`src/fcsm_pkg.sv`:
```
package fcsm_pkg;
  // bus widths
  localparam int ADDR_W = 17;
  localparam int DATA_W = 8;

  // default command codes and unlock words
  localparam logic [16:0] UNLOCK_ADDR1 = 17'h00555;
  localparam logic [16:0] UNLOCK_ADDR2 = 17'h002aa;
  localparam logic [7:0]  UNLOCK_DATA1 = 8'haa;
  localparam logic [7:0]  UNLOCK_DATA2 = 8'h55;
  localparam logic [7:0]  CMD_RESET    = 8'hf0;
  localparam logic [7:0]  CMD_IDENT    = 8'h90;
  localparam logic [7:0]  CMD_PROG     = 8'ha0;

  // status bit positions of a polled byte
  localparam int POLL_BIT   = 7;
  localparam int TOGGLE_BIT = 6;
  localparam int TLIM_BIT   = 5;

  // pin timing, in ns, and derived cycle counts at 100 MHz
  localparam int CLK_PERIOD_NS = 10;
  localparam int T_SETUP_NS    = 20;  // address/data setup before strobe falls
  localparam int T_PULSE_NS    = 40;  // strobe low time, well above glitch filter
  localparam int T_HIGH_NS     = 30;  // strobe high time between cycles
  localparam int T_ACC_NS      = 60;  // read access time
  localparam logic [3:0] SETUP_CYC = 4'((T_SETUP_NS + CLK_PERIOD_NS - 1) / CLK_PERIOD_NS);
  localparam logic [3:0] PULSE_CYC = 4'((T_PULSE_NS + CLK_PERIOD_NS - 1) / CLK_PERIOD_NS);
  localparam logic [3:0] HIGH_CYC  = 4'((T_HIGH_NS + CLK_PERIOD_NS - 1) / CLK_PERIOD_NS);
  localparam logic [3:0] ACC_CYC   = 4'((T_ACC_NS + CLK_PERIOD_NS - 1) / CLK_PERIOD_NS);

  // host request kinds
  typedef enum logic [2:0] {
    FCSM_OP_READ  = 3'h0,
    FCSM_OP_WRITE = 3'h1,
    FCSM_OP_RESET = 3'h2,
    FCSM_OP_IDENT = 3'h3,
    FCSM_OP_PROG  = 3'h4
  } fcsm_op_t;
endpackage

```
`src/fcsm_host.sv`:
```
`timescale 1ns/1ps
// Behaviour
// - write only with enable and write strobe low, output enable high.
// - host writes reset after time-limit flag or in identification mode; fcsm_host does so only on an FCSM_OP_RESET request.
// - two unlocks plus identification command enter identification mode.
// - byte program is two unlocks, set-up command, then address with data.
module fcsm_host #(
  parameter logic [16:0] UNLOCK_ADDR1 = fcsm_pkg::UNLOCK_ADDR1,
  parameter logic [16:0] UNLOCK_ADDR2 = fcsm_pkg::UNLOCK_ADDR2,
  parameter logic [7:0]  UNLOCK_DATA1 = fcsm_pkg::UNLOCK_DATA1,
  parameter logic [7:0]  UNLOCK_DATA2 = fcsm_pkg::UNLOCK_DATA2,
  parameter logic [7:0]  CMD_RESET    = fcsm_pkg::CMD_RESET,
  parameter logic [7:0]  CMD_IDENT    = fcsm_pkg::CMD_IDENT,
  parameter logic [7:0]  CMD_PROG     = fcsm_pkg::CMD_PROG
) (
  // clocking
  input  wire logic        clk_sys,
  input  wire logic        rst,
  input  wire logic        ce,
  // user request
  input  wire logic        req_valid,
  output logic             req_ready,
  input  wire logic [2:0]  req_op,
  input  wire logic [16:0] req_addr,
  input  wire logic [7:0]  req_data,
  // user answer
  output logic             rsp_valid,
  output logic [7:0]       rsp_data,
  output logic             prog_done,
  output logic             prog_fail,
  // flash pins
  output logic [16:0]      flash_addr,
  output logic             flash_ce_n,
  output logic             flash_oe_n,
  output logic             flash_we_n,
  input  wire logic [7:0]  flash_dq_i,
  output logic [7:0]       flash_dq_o,
  output logic             flash_dq_oe_n
);
  typedef enum logic [2:0] {
    FCSM_IDLE  = 3'b000,
    FCSM_SETUP = 3'b001,
    FCSM_PULSE = 3'b011,
    FCSM_HOLD  = 3'b010,
    FCSM_RACC  = 3'b110,
    FCSM_POLL  = 3'b111,
    FCSM_GAP   = 3'b101
  } fcsm_state_t;

  fcsm_state_t state_r, state_nxt;
  logic [3:0]  cnt_r, cnt_nxt;
  logic [1:0]  step_r, step_nxt;      // index within a multi-cycle sequence
  logic [1:0]  last_r, last_nxt;      // final step index of the sequence
  logic [2:0]  op_r, op_nxt;
  logic [16:0] addr_r, addr_nxt, tgt_addr_r, tgt_addr_nxt;
  logic [7:0]  data_r, data_nxt, tgt_data_r, tgt_data_nxt;
  logic        ce_n_r, ce_n_nxt, oe_n_r, oe_n_nxt, we_n_r, we_n_nxt, dq_oe_n_r, dq_oe_n_nxt;
  logic        rsp_v_r, rsp_v_nxt, done_r, done_nxt, fail_r, fail_nxt;
  logic [7:0]  rsp_d_r, rsp_d_nxt, prev_poll_r, prev_poll_nxt;
  logic        first_poll_r, first_poll_nxt;
  logic [7:0]  dq_sync;

  fcsm_sync #(.W(8)) u_dq_sync (
    .clk_sys (clk_sys),
    .rst     (rst),
    .ce      (ce),
    .din     (flash_dq_i),
    .dout    (dq_sync)
  );

  // address/data of each step of a command sequence
  function automatic logic [24:0] seq_word(input logic [2:0] op, input logic [1:0] step,
                                           input logic [16:0] ta, input logic [7:0] td);
    logic [24:0] w;
    w = {ta, td};
    if (op == fcsm_pkg::FCSM_OP_RESET) begin
      w = {ta, CMD_RESET};
    end else if (op == fcsm_pkg::FCSM_OP_IDENT || op == fcsm_pkg::FCSM_OP_PROG) begin
      unique case (step)
        2'd0: w = {UNLOCK_ADDR1, UNLOCK_DATA1};
        2'd1: w = {UNLOCK_ADDR2, UNLOCK_DATA2};
        2'd2: w = {UNLOCK_ADDR1, (op == fcsm_pkg::FCSM_OP_IDENT) ? CMD_IDENT : CMD_PROG};
        2'd3: w = {ta, td};
      endcase
    end
    return w;
  endfunction

  // sequencing of pin cycles
  always_comb begin
    logic [24:0] w;
    logic [7:0]  d;
    w             = '0;
    d             = dq_sync;
    state_nxt     = state_r;
    cnt_nxt       = cnt_r;
    step_nxt      = step_r;
    last_nxt      = last_r;
    op_nxt        = op_r;
    addr_nxt      = addr_r;
    data_nxt      = data_r;
    tgt_addr_nxt  = tgt_addr_r;
    tgt_data_nxt  = tgt_data_r;
    ce_n_nxt      = ce_n_r;
    oe_n_nxt      = oe_n_r;
    we_n_nxt      = we_n_r;
    dq_oe_n_nxt   = dq_oe_n_r;
    rsp_v_nxt     = 1'b0;
    rsp_d_nxt     = rsp_d_r;
    done_nxt      = 1'b0;
    fail_nxt      = fail_r;
    prev_poll_nxt = prev_poll_r;
    first_poll_nxt = first_poll_r;
    unique case (state_r)
      FCSM_IDLE: begin
        if (req_valid) begin
          op_nxt       = req_op;
          tgt_addr_nxt = req_addr;
          tgt_data_nxt = req_data;
          step_nxt     = (req_op == fcsm_pkg::FCSM_OP_IDENT || req_op == fcsm_pkg::FCSM_OP_PROG) ? 2'd0 : 2'd3;
          last_nxt     = (req_op == fcsm_pkg::FCSM_OP_IDENT) ? 2'd2 : 2'd3;
          addr_nxt     = req_addr;
          fail_nxt     = 1'b0;
          cnt_nxt      = fcsm_pkg::SETUP_CYC;
          if (req_op == fcsm_pkg::FCSM_OP_READ) begin
            ce_n_nxt  = 1'b0;
            oe_n_nxt  = 1'b0;                                // reads keep write strobe high
            state_nxt = FCSM_RACC;
            cnt_nxt   = fcsm_pkg::ACC_CYC;
          end else begin
            w         = seq_word(req_op, (req_op == fcsm_pkg::FCSM_OP_IDENT || req_op == fcsm_pkg::FCSM_OP_PROG)
                                 ? 2'd0 : 2'd3, req_addr, req_data);
            addr_nxt  = w[24:8];
            data_nxt  = w[7:0];
            state_nxt = FCSM_SETUP;
          end
        end
      end
      FCSM_SETUP: begin
        // address, data and output enable high settle before the strobes fall
        oe_n_nxt    = 1'b1;
        dq_oe_n_nxt = 1'b0;
        cnt_nxt     = cnt_r - 4'd1;
        if (cnt_r <= 4'd1) begin
          ce_n_nxt  = 1'b0;
          we_n_nxt  = 1'b0;
          cnt_nxt   = fcsm_pkg::PULSE_CYC;
          state_nxt = FCSM_PULSE;
        end
      end
      FCSM_PULSE: begin
        // strobe held far longer than the glitch filter
        cnt_nxt = cnt_r - 4'd1;
        if (cnt_r <= 4'd1) begin
          we_n_nxt  = 1'b1;                                  // data taken on this rise
          ce_n_nxt  = 1'b1;
          cnt_nxt   = fcsm_pkg::HIGH_CYC;
          state_nxt = FCSM_HOLD;
        end
      end
      FCSM_HOLD: begin
        cnt_nxt = cnt_r - 4'd1;
        if (cnt_r <= 4'd1) begin
          dq_oe_n_nxt = 1'b1;
          if (step_r != last_r) begin
            step_nxt  = step_r + 2'd1;
            w         = seq_word(op_r, step_r + 2'd1, tgt_addr_r, tgt_data_r);
            addr_nxt  = w[24:8];
            data_nxt  = w[7:0];
            cnt_nxt   = fcsm_pkg::SETUP_CYC;
            state_nxt = FCSM_SETUP;
          end else if (op_r == fcsm_pkg::FCSM_OP_PROG) begin
            // routine runs on its own; only status reads until it ends
            ce_n_nxt       = 1'b0;
            oe_n_nxt       = 1'b0;
            first_poll_nxt = 1'b1;
            cnt_nxt        = fcsm_pkg::ACC_CYC;
            state_nxt      = FCSM_POLL;
          end else begin
            done_nxt  = 1'b1;
            state_nxt = FCSM_IDLE;
          end
        end
      end
      FCSM_RACC: begin
        cnt_nxt = cnt_r - 4'd1;
        if (cnt_r <= 4'd1) begin
          rsp_v_nxt = 1'b1;                                  // array, id or status data
          rsp_d_nxt = d;
          ce_n_nxt  = 1'b1;
          oe_n_nxt  = 1'b1;
          cnt_nxt   = fcsm_pkg::HIGH_CYC;
          state_nxt = FCSM_GAP;
        end
      end
      FCSM_POLL: begin
        cnt_nxt = cnt_r - 4'd1;
        if (cnt_r <= 4'd1) begin
          ce_n_nxt       = 1'b1;
          oe_n_nxt       = 1'b1;
          prev_poll_nxt  = d;
          first_poll_nxt = 1'b0;
          cnt_nxt        = fcsm_pkg::HIGH_CYC;
          state_nxt      = FCSM_GAP;
          if (!first_poll_r && d[fcsm_pkg::TOGGLE_BIT] == prev_poll_r[fcsm_pkg::TOGGLE_BIT]) begin
            // toggle stopped: routine ended, device back in array read
            done_nxt = 1'b1;
            fail_nxt = (d != tgt_data_r);                    // protected sector: byte left unprogrammed; zero-to-one ends by the limit bit
            op_nxt   = fcsm_pkg::FCSM_OP_READ;
          end else if (!first_poll_r && d[fcsm_pkg::TLIM_BIT] && prev_poll_r[fcsm_pkg::TLIM_BIT]) begin
            // two status reads with the limit bit: array data with bit five set is no halt
            fail_nxt = 1'b1;
            done_nxt = 1'b1;
            op_nxt   = fcsm_pkg::FCSM_OP_READ;
          end
        end
      end
      FCSM_GAP: begin
        cnt_nxt = cnt_r - 4'd1;
        if (cnt_r <= 4'd1) begin
          if (op_r == fcsm_pkg::FCSM_OP_PROG) begin
            ce_n_nxt  = 1'b0;
            oe_n_nxt  = 1'b0;
            cnt_nxt   = fcsm_pkg::ACC_CYC;
            state_nxt = FCSM_POLL;
          end else begin
            state_nxt = FCSM_IDLE;
          end
        end
      end
      default: state_nxt = FCSM_IDLE;
    endcase
  end

  // state registers; pins idle deselected so no power-up write occurs
  always_ff @(posedge clk_sys) begin
    if (rst) begin
      state_r      <= FCSM_IDLE;
      cnt_r        <= 4'h0;
      step_r       <= 2'h0;
      last_r       <= 2'h0;
      op_r         <= 3'h0;
      addr_r       <= 17'h00000;
      data_r       <= 8'h00;
      tgt_addr_r   <= 17'h00000;
      tgt_data_r   <= 8'h00;
      ce_n_r       <= 1'b1;
      oe_n_r       <= 1'b1;
      we_n_r       <= 1'b1;
      dq_oe_n_r    <= 1'b1;
      rsp_v_r      <= 1'b0;
      rsp_d_r      <= 8'h00;
      done_r       <= 1'b0;
      fail_r       <= 1'b0;
      prev_poll_r  <= 8'h00;
      first_poll_r <= 1'b0;
    end else if (ce) begin
      state_r      <= state_nxt;
      cnt_r        <= cnt_nxt;
      step_r       <= step_nxt;
      last_r       <= last_nxt;
      op_r         <= op_nxt;
      addr_r       <= addr_nxt;
      data_r       <= data_nxt;
      tgt_addr_r   <= tgt_addr_nxt;
      tgt_data_r   <= tgt_data_nxt;
      ce_n_r       <= ce_n_nxt;
      oe_n_r       <= oe_n_nxt;
      we_n_r       <= we_n_nxt;
      dq_oe_n_r    <= dq_oe_n_nxt;
      rsp_v_r      <= rsp_v_nxt;
      rsp_d_r      <= rsp_d_nxt;
      done_r       <= done_nxt;
      fail_r       <= fail_nxt;
      prev_poll_r  <= prev_poll_nxt;
      first_poll_r <= first_poll_nxt;
    end
  end

  // outputs
  assign req_ready     = (state_r == FCSM_IDLE);
  assign rsp_valid     = rsp_v_r;
  assign rsp_data      = rsp_d_r;
  assign prog_done     = done_r;
  assign prog_fail     = fail_r;
  assign flash_addr    = addr_r;
  assign flash_ce_n    = ce_n_r;
  assign flash_oe_n    = oe_n_r;
  assign flash_we_n    = we_n_r;
  assign flash_dq_o    = data_r;
  assign flash_dq_oe_n = dq_oe_n_r;
endmodule

```
`src/fcsm_sync.sv`:
```
`timescale 1ns/1ps
// three-stage synchroniser; a change is taken once stages two and three agree
module fcsm_sync #(
  parameter int W = 8
) (
  // clocking
  input  wire logic         clk_sys,
  input  wire logic         rst,
  input  wire logic         ce,
  // data
  input  wire logic [W-1:0] din,
  output logic      [W-1:0] dout
);
  logic [W-1:0] s1_r, s2_r, s3_r, q_r;
  logic [W-1:0] q_nxt;

  // stage one feeds only stage two
  always_comb begin
    q_nxt = q_r;
    for (int i = 0; i < W; i++) begin
      if (s2_r[i] == s3_r[i]) begin
        q_nxt[i] = s3_r[i];
      end
    end
  end

  always_ff @(posedge clk_sys) begin
    if (rst) begin
      s1_r <= '0;
      s2_r <= '0;
      s3_r <= '0;
      q_r  <= '0;
    end else if (ce) begin
      s1_r <= din;
      s2_r <= s1_r;
      s3_r <= s2_r;
      q_r  <= q_nxt;
    end
  end

  assign dout = q_r;
endmodule

```
`config.mk`:
```
export PLATFORM = sky130hd
export DESIGN_NAME = fcsm_host
export DESIGN_NICKNAME = d
export VERILOG_FILES = /design/src/fcsm_pkg.sv /design/src/fcsm_host.sv /design/src/fcsm_sync.sv
export SDC_FILE = /design/constraint.sdc
export NUM_CORES = 1
export LEC_CHECK = 0
export ABC_AREA = 1
export BUFFER_PORTS_ARGS = -buffer_cell sky130_fd_sc_hd__buf_2
export CORE_MARGIN = 3
export CORE_UTILIZATION = 40
export DETAILED_ROUTE_END_ITERATION = 8
export SYNTH_ARGS = -nofsm -noshare
export SYNTH_HDL_FRONTEND = slang
export SYNTH_SLANG_ARGS = --single-unit
```
`constraint.sdc`:
```
create_clock -name clk_sys -period 4.24 [get_ports clk_sys]
set_input_delay 0.212 -clock clk_sys [delete_from_list [all_inputs] [get_ports clk_sys]]
set_output_delay 0.212 -clock clk_sys [all_outputs]
set_load 0.01 [all_outputs]
```
==> results of run 1 <==
## path summary, 6_finish.rpt
| path | from | endpoint | depth (start not counted) |
|---|---|---|---|
| max | state_r[1]$_SDFFE_PP0P_ | op_r[2]$_SDFFE_PP0P_ | 7 |
| max reg2reg | state_r[1]$_SDFFE_PP0P_ | op_r[2]$_SDFFE_PP0P_ | 7 |
| min reg2reg | tgt_addr_r[6]$_SDFFE_PP0P_ | tgt_addr_r[6]$_SDFFE_PP0P_ | 2 |
| min | flash_dq_i[5] | u_dq_sync.s1_r[5]$_SDFFE_PP0P_ | 3 |
## per-layer routing
| metal | routed length (um) | vias to the layer above | part of all wire |
|---|---|---|---|
| met5 | 0 | - | 0 |
| met4 | 250 | 0 | 0.018 |
| met3 | 817 | 21 | 0.060 |
| met2 | 6150 | 136 | 0.45 |
| met1 | 6490 | 2342 | 0.47 |
| li1 | - | 2549 | - |
## registers in the layout, indices dropped and copies added, names as in the netlist, 2 cells and up
name            cells
u_dq_sync.s1_r      8
tgt_addr_r         17
flash_dq_o          8
u_dq_sync.dout      8
rsp_data            8
flash_addr         17
op_r                3
state_r             3
prev_poll_r         2
step_r              2
tgt_data_r          8
u_dq_sync.s3_r      8
cnt_r               4
last_r              2
u_dq_sync.s2_r      8
## kinds of logic (layout without fill, tap and decap cells)
logic type / count (synthesis) / in the layout / share of synthesized area
buf+inv: 105 / 185 / 0.0850
compound gates: 240 / 240 / 0.242
flops: 114 / 114 / 0.444
fa+ha+maj: 5 / 5 / 0.0122
xor+xnor: 6 / 6 / 0.0102
simple gates: 251 / 251 / 0.207
## cell usage after synthesis (all sizes together)
master and instances:
nand2 123, o21ai 120, dfxtp 114, a21oi 104
nor2 78, inv 69, nand3 41, clkbuf 18
buf 16, ha 5, xnor2 5, nand4 4
nor3 4, o211ai 3, o22ai 3, o31ai 3
a22oi 2, a31oi 2, clkinv 2, a211oi 1
a41oi 1, nand3b 1, o21bai 1, xor2 1
## area by class of cell
type                    instances  area, um2  share of cell area
multi-input cells             502       2430               0.389
inverters                      71        267              0.0428
repair buffers                 82        415              0.0667
clock buffers                  18        429              0.0689
clock inverters                14        203              0.0325
well taps                     168        210              0.0337
flip-flops and latches        114       2280               0.366
## through the flow
stage          setup WS (ns)  utilization
6_report                1.83        0.508
5_1_grt                 1.58        0.508
4_1_cts                 1.79        0.508
3_5_place_dp            1.91        0.457
3_3_place_gp            1.98        0.457
2_1_floorplan           2.58            -
## power groups by stage
stage	Combinational, mW	Clock (mW)	Sequential (mW)
after floorplan	0.294	0	1.23
after global placement	0.422	0	1.23
after detailed placement	0.426	0	1.23
after CTS	0.430	1.54	1.21
after global routing	0.489	1.58	1.22
final	0.427	1.51	1.21
## critical path: stages, from the launching register on
cell and delay [ns]:
dfxtp_1 0.40, nor2_4 0.19, nand2_2 0.12, inv_2 0.09, nand3_2 0.74, nand2_1 0.46
nand3_1 0.15, a21oi_1 0.17
==> flow_summary.yaml, run 1 <==
yosys:
  synth_cell_types: 35
  synthTopCellsByArea: "dfxtp_1 (44%), a21oi_1 (10%), o21ai_0 (10%)"
  synth.top_cell.area_share: 0.444
  ys_seq_area_frac: 0.444
  synth-seq-cells: 114
  synth_top_area_cell: "dfxtp_1"
  synth_cells: 721
  synth_nets: 766
  syn_area_mm2: 0.00514
  avgSynthCellArea_um2: 7.13
  yosysWarnings: 0
global_routing:
  grt_use_met2: 0.295
  grt.total_usage: 0.198
  grt_pass1_wl_um: 23000
  use_met1: 0.271
  grt_pass1_vias: 4703
  grt_max_degree: 58
  grt.overflow.total: 0
  use_met3: 0.0575
  busiest_layer: "met2"
  grt_antenna_before_repair: 0
sta:
  fin_crit_ns: 2.41
  rsz0062_at_grt: "false"
  worst_pin_slew_ns: 0.995
  finClkSkew_ns: 0.00761
  finalHoldViolations: 0
  slew_headroom: 0.336
  maxSlewViolCount: 0
  whs_ns: 0.0225
  fmaxAchievable_ghz: 0.415
  setup_viol: 0
  fin_crit_sh: 0.568
  tns_ns: 0
clock_network:
  post_cts_resized: 0
  cts_tree: "built"
  clockRootBuffer: "clkbuf_16"
  path_clk_slew_ns: 0.06
  cts_hold_buf: 0
  htree_levels: 4
  ctsLongestPathBuffers: 2
  postCtsSetupBuffers: 0
  insertion_delay_ns: 0.41
  cts_buffers: 17
  cts_sinks: 114
power_and_ir_drop:
  p_int_mw: 2.29
  finalPower_mw: 3.15
  peakVddDrop_mv: 0.281
  p_clk_frac: 0.480
  power_density_mw_per_mm2: 505
  p_comb_frac: 0.136
  cellLeakagePower_nw: 2.67
  power_switching_uw: 855
  swShare: 0.272
  seqPwrFrac: 0.384
routing:
  wl_per_cell_um: 14.1
  via_count: 5048
  drtAntennaViolNets: 0
  drt_iter0_markers: 343
  vias_per_cell: 5.21
  drt-total-wl_um: 13700
  firstDrtPassIters: 5
  route.detailed.drc: 0
job:
  max_cap_viol_count: 0
layout:
  fin_cells: 969
  area_growth_pct: 21.3
  antenna_cells: 0
  final_common_cell: "nand2_1"
  fillers: 1225
  nNetsFinal: 833
  finalInstanceArea_mm2: 0.00623
  layout_common_cells: "nand2_1 (118), dfxtp_1 (114), a21oi_1 (104)"
  drive_gt1_frac: 0.169
floorplan:
  fp.coreArea_mm2: 0.0123
  start_util: 0.419
  pin_count: 81
  num_rows: 40
  dieArea_mm2: 0.0142
  die_w_um: 119
  fp.dieH_um: 119
setup_path:
  cp.required_ns: 4.57
  crit_type: "register to register"
  cp-end-kind: "register"
  rrSetupSlack_ns: 1.83
  critical_path_peak_fanout: 57
  worst_setup_path_start_kind: "register"
  cp.arrival_ns: 2.74
min_path:
  hold_path_class: "primary input to register"
placed_design:
  dp_hpwl_um: 9680
  io_buffer_count: 80
  dpl_cell_area_mm2: 0.00560
  place_inst: 937
  gp_congestion: 0.855
outcome:
  status: "finished, final reports clean"
Power figures use the tool's default switching activity.
==> inputs of run 2 (changes only) <==
- ABC_AREA: 1 -> 0
- clock period: 4.24 -> 2.2 ns (I/O delays scaled with it)
==> flow_summary.yaml, run 2 <==
sta:
  finalHoldViolations: 0
  slew_headroom: 0.299
  whs_ns: 0.0352
  finClkSkew_ns: 0.00737
  fin_crit_ns: 2.03
  maxSlewViolCount: 0
  setup_viol: 0
  worst_pin_slew_ns: 1.05
  fmaxAchievable_ghz: 0.492
  fin_crit_sh: 0.924
  timing.final.ws_setup_ns: 0.167
clock_network:
  cts_tree: "built"
  insertion_delay_ns: 0.41
  htree_levels: 4
  cts_buffers: 17
  path_clk_slew_ns: 0.05
  cts_sinks: 114
  ctsLongestPathBuffers: 2
  clockRootBuffer: "clkbuf_16"
global_routing:
  grt_antenna_before_repair: 0
  grt.overflow.total: 0
  grt_pass1_vias: 4917
  grt.total_usage: 0.216
  grt_max_degree: 48
  grt_pass1_wl_um: 25200
routing:
  firstDrtPassIters: 5
  route.detailed.drc: 0
  drtAntennaViolNets: 0
  drt-total-wl_um: 15400
  via_count: 5188
  vias_per_cell: 5.42
  wl_per_cell_um: 16.1
  drt_iter0_markers: 358
power_and_ir_drop:
  power_density_mw_per_mm2: 877
  seqPwrFrac: 0.369
  p_comb_frac: 0.173
  peakVddDrop_mv: 0.885
  power_switching_mw: 1.69
  p_clk_frac: 0.459
  cellLeakagePower_nw: 3.07
  p_int_mw: 4.46
  swShare: 0.275
layout:
  drive_gt1_frac: 0.200
  area_growth_pct: 31.9
  nNetsFinal: 817
  fin_util: 0.547
  final_common_cell: "dfxtp_1"
  layout_common_cells: "dfxtp_1 (113), nand2_1 (93), buf_2 (79)"
  finalInstanceArea_mm2: 0.00701
  fin_cells: 957
  fillers: 1211
  antenna_cells: 0
floorplan:
  num_rows: 41
  pin_count: 81
  dieArea_mm2: 0.0147
  die_w_um: 121
  start_util: 0.415
  fp.coreArea_mm2: 0.0128
  fp.dieH_um: 121
yosys:
  yosys-top-cells-count: "dfxtp_1 (114), nand2_1 (93), nor2_1 (74)"
  synth_top_area_cell: "dfxtp_1"
  avgSynthCellArea_um2: 8.16
  synth-adder-area-share: 0.0118
  syn_area_mm2: 0.00532
  ys_seq_area_frac: 0.429
  async_reset_ff_frac: 0
  yosysWarnings: 0
  synth_nets: 697
  synth.top_cell.area_share: 0.429
  synthMuxAreaShare: 0.0677
  yosysMostFrequentCell: "dfxtp_1"
  synthFlopType: "dfxtp_1"
  synth-compound-area-share: 0.228
  synth-seq-cells: 114
  synth_xor_area_frac: 0.0181
  synth_cell_types: 57
  synth_enable_flop_cells: 0
  synth_top_family_by_area: "compound AO/OA/AOI/OAI gates"
  synth-simple-area-share: 0.203
  synth_cells: 652
  synthTopCellsByArea: "dfxtp_1 (43%), mux2i_1 (6.8%), nand2_1 (6.6%)"
setup_path:
  crit_type: "register to register"
  worst_setup_path_start_kind: "register"
  cp.required_ns: 2.49
  cp-end-kind: "register"
  cp.arrival_ns: 2.32
  rrSetupSlack_ns: 0.17
  critical_path_peak_fanout: 11
placed_design:
  dp_hpwl_um: 10600
  io_buffer_count: 80
  dpl_cell_area_mm2: 0.00603
  gp_congestion: 0.933
  dp_slack_ns: 0.0326
  place_inst: 890
min_path:
  hold_path_class: "primary input to register"
outcome:
  status: "finished, final reports clean"
job:
  max_cap_viol_count: 0
run 2: cells by family after synthesis:
logic type / Yosys count
compound gates: 184
buf+inv: 58
xor+xnor: 11
fa+ha+maj: 5
simple gates: 244
flops: 114
mux: 36
run 2: final timing paths:
path | start | endpoint | cells past startpoint
worst max-delay path | op_r[2]$_SDFFE_PP0P_ | flash_dq_o[4]$_SDFFE_PP0P_ | 6
worst min-delay path | req_op[1] | op_r[1]$_SDFFE_PP0P_ | 3
worst max register to register | op_r[2]$_SDFFE_PP0P_ | flash_dq_o[4]$_SDFFE_PP0P_ | 6
worst min register to register | flash_ce_n$_SDFFE_PP1P_ | flash_ce_n$_SDFFE_PP1P_ | 2
run 2: cell type report:
type,instances,area [um2],share of cell area
tap,172,215,0.0307
clock buffer,19,453,0.0646
sequential,114,2280,0.326
inverter,10,37.5,0.00535
timing repair buffer,149,1040,0.148
clock inverter,13,159,0.0227
multi-input combinational,480,2820,0.403
run 2: routing by layer:
metal | GRT usage | vias up | part of all wire
li1 | - | 2557 | -
met1 | 0.296 | 2430 | 0.46
met2 | 0.325 | 178 | 0.45
met3 | 0.0527 | 23 | 0.067
met4 | 0.0889 | 0 | 0.016
met5 | 0 | - | 0
run 2: worst max-delay path, cell delays in order, from the launching register on:
cell and delay, ns:
dfxtp_1 0.33, buf_4 0.16, nor3b_1 0.36, o22ai_1 0.20, a2111o_1 0.46, a221oi_1 0.30, nor3_1 0.09
run 2: power groups by stage:
stage               logic [mW]  clock network, mW  registers [mW]
CTS                       1.04               2.87            2.27
detailed placement       0.987                  0            2.31
global route              1.17               2.96            2.28
global placement         0.979                  0            2.31
finish                    1.06               2.82            2.27
floorplan                0.610                  0            2.32
run 2: per-stage QoR:
step                      total power, mW  setup TNS [ns]
after global routing                 6.42        -0.00666
after global placement               3.29               0
after detailed placement             3.30               0
after CTS                            6.17               0
final                                6.15               0
after floorplan                      2.93               0
run 2: repair_timing:
| item | in CTS | in global routing |
|---|---|---|
| hold buffers | 33 | 0 |
| endpoints found under the hold margin | 33 | 0 |
| endpoints found under the setup margin | 0 | 20 |
| gates resized for setup | 0 | 3 |
| setup buffers | 0 | 2 |
==> inputs of run 3 (changes only) <==
- SYNTH_HIERARCHICAL: default -> 1
==> flow_summary.yaml, run 3 <==
outcome:
  status: "finished, final reports clean"
floorplan:
  num_rows: 43
  pin_count: 81
  dieArea_mm2: 0.0160
  die_w_um: 126
  fp.dieH_um: 126
  fp.coreArea_mm2: 0.0140
  start_util: 0.412
sta:
  setup_viol: 0
  worst_pin_slew_ns: 0.636
  slew_headroom: 0.573
  finClkSkew_ns: 0.00632
  fin_crit_sh: 0.942
  whs_ns: 0.0431
  fin_crit_ns: 2.07
  fmaxAchievable_ghz: 0.483
  timing.final.ws_setup_ns: 0.128
  finalHoldViolations: 0
  rsz0062_at_grt: "true"
  maxSlewViolCount: 0
power_and_ir_drop:
  peakVddDrop_mv: 0.502
  cellLeakagePower_nw: 2.98
  power_density_mw_per_mm2: 828
setup_path:
  cp.buffers_inverters: 1
  r2r_end: "flash_dq_o[4]$_SDFFE_PP0P_"
  critical_path_peak_fanout: 8
  cp-end-kind: "register"
  critPathMaxStageDelay_ns: 0.49
  cp.arrival_ns: 2.39
  reg2reg_depth: 6
  crit_chain: "inv_1 -> ha_1 -> o211a_2 -> nor2b_1 -> a31o_1 -> a311oi_1"
  critPathTopFamily: "compound AO/OA/AOI/OAI gates"
  worst_setup_path_start_kind: "register"
  rrSetupSlack_ns: 0.13
  crit_slowest_cell: "dfxtp_1"
  r2r_start: "step_r[0]$_SDFFE_PP0P_"
  cp.required_ns: 2.52
  crit_type: "register to register"
layout:
  antenna_cells: 0
  multi_input_comb_area_mm2: 0.00317
  nNetsFinal: 814
  fillers: 1277
  final_common_cell: "dfxtp_1"
  fin_cells: 960
  drive_gt1_frac: 0.245
  seqCellArea_mm2: 0.00228
  layout_common_cells: "dfxtp_1 (114), nand2_1 (81), buf_2 (79)"
  area_growth_pct: 26.3
yosys:
  synth_cells: 656
  syn_area_mm2: 0.00579
  yosysMostFrequentCell: "dfxtp_1"
  yosys-top-cells-count: "dfxtp_1 (114), nand2_1 (81), nor2_1 (71)"
  ys_seq_area_frac: 0.394
  synth_nets: 701
  synth_top_area_cell: "dfxtp_1"
  synthTopCellsByArea: "dfxtp_1 (39%), mux2i_1 (6.1%), a21oi_1 (5.3%)"
  synth_enable_flop_cells: 0
  yosysWarnings: 6
  avgSynthCellArea_um2: 8.83
  async_reset_ff_frac: 0
  synth-seq-cells: 114
  synth.top_cell.area_share: 0.394
  synthFlopType: "dfxtp_1"
  synth_cell_types: 77
min_path:
  hold_path_end: "op_r[2]$_SDFFE_PP0P_"
  hold_depth: 3
  hp-start: "req_op[2]"
  hold_path_class: "primary input to register"
global_routing:
  grt_use_met2: 0.315
  grt_pass1_vias: 4925
  grt.overflow.total: 0
  grt_antenna_before_repair: 0
  grt_pass1_wl_um: 25200
  grt.total_usage: 0.193
  use_met1: 0.253
  grt_max_degree: 60
  use_met3: 0.0438
  busiest_layer: "met2"
clock_network:
  clockRootBuffer: "clkbuf_16"
  cts_buffers: 17
  cts_tree: "built"
  insertion_delay_ns: 0.41
  cts_sinks: 114
  ctsLongestPathBuffers: 2
  htree_levels: 4
  path_clk_slew_ns: 0.05
placed_design:
  gp_congestion: 0.889
  dp_slack_ns: 0.0635
  io_buffer_count: 80
  place_inst: 894
  dp_hpwl_um: 10500
routing:
  drt-total-wl_um: 15600
  drt_iter0_markers: 333
  via_count: 5256
  route.detailed.drc: 0
  firstDrtPassIters: 7
  wl_per_cell_um: 16.2
  vias_per_cell: 5.48
  drtAntennaViolNets: 0
job:
  max_cap_viol_count: 0
[run 3: logic make-up (layout without fill, tap and decap cells)]
family	after synthesis	after routing	synth area share
buf+inv	67	191	0.0596
xor+xnor	13	13	0.0210
simple gates	244	244	0.215
mux	35	35	0.0605
flops	114	114	0.394
compound gates	178	178	0.239
fa+ha+maj	5	5	0.0108
[run 3: layer usage]
layer / part of all wire / wire (um)
met1: 0.46 / 7190
met3: 0.047 / 735
met2: 0.48 / 7420
met5: 0 / 0
met4: 0.016 / 245
[run 3: timing repair]
| item | 4_1_cts | 5_1_grt |
|---|---|---|
| endpoints found under the hold margin | 35 | 0 |
| gates resized for setup | 0 | 3 |
| hold buffers | 33 | 0 |
| endpoints found under the setup margin | 0 | 4 |
| buffers inserted | 0 | 3 |
[run 3: worst reg2reg max path: cells and delay by family (launching register included)]
family / cells / cell delay, ns
buffers and inverters: 1 / 0.15
DFF: 1 / 0.49
adders and majority gates: 1 / 0.41
AOI/OAI and AO/OA: 3 / 0.81
and+or+nand+nor: 1 / 0.12
[run 3: final cells by class]
| cell class | count | share of cell area |
|---|---|---|
| clock buffer | 20 | 0.0625 |
| clock inverter | 10 | 0.0185 |
| inverter | 21 | 0.0108 |
| multi-input combinational | 475 | 0.434 |
| sequential | 114 | 0.312 |
| tap | 180 | 0.0308 |
| timing repair buffer | 140 | 0.131 |
[run 3: per-stage QoR]
stage | area, um2 | setup TNS, ns | utilization | power [mW]
2_1_floorplan | 5790 | 0 | - | 2.97
3_3_place_gp | 6340 | 0 | 0.452 | 3.24
3_5_place_dp | 6340 | 0 | 0.452 | 3.26
4_1_cts | 7270 | 0 | 0.517 | 6.08
5_1_grt | 7310 | -0.00654 | 0.521 | 6.29
6_report | 7310 | 0 | 0.521 | 6.06
[run 3: worst max path at each step]
stage / cells past startpoint / slack, ns / end / start
floorplan: 9 / 0.31 / flash_addr[14]$_SDFFE_PP0P_ / cnt_r[0]$_SDFFE_PP0P_
global placement: 6 / 0.21 / flash_dq_o[4]$_SDFFE_PP0P_ / step_r[0]$_SDFFE_PP0P_
detailed placement: 6 / 0.06 / flash_dq_o[4]$_SDFFE_PP0P_ / step_r[0]$_SDFFE_PP0P_
CTS: 6 / 0.06 / flash_dq_o[4]$_SDFFE_PP0P_ / step_r[0]$_SDFFE_PP0P_
global route: 7 / -0.005 / flash_addr[16]$_SDFFE_PP0P_ / cnt_r[0]$_SDFFE_PP0P_
finish: 6 / 0.13 / flash_dq_o[4]$_SDFFE_PP0P_ / step_r[0]$_SDFFE_PP0P_
[run 3: power breakdown]
group | total (mW) | switching [mW] | internal, mW
Combinational | 1.01 | 0.585 | 0.423
Sequential | 2.28 | 0.101 | 2.18
Clock | 2.76 | 0.945 | 1.82
Total | 6.06 | 1.63 | 4.43
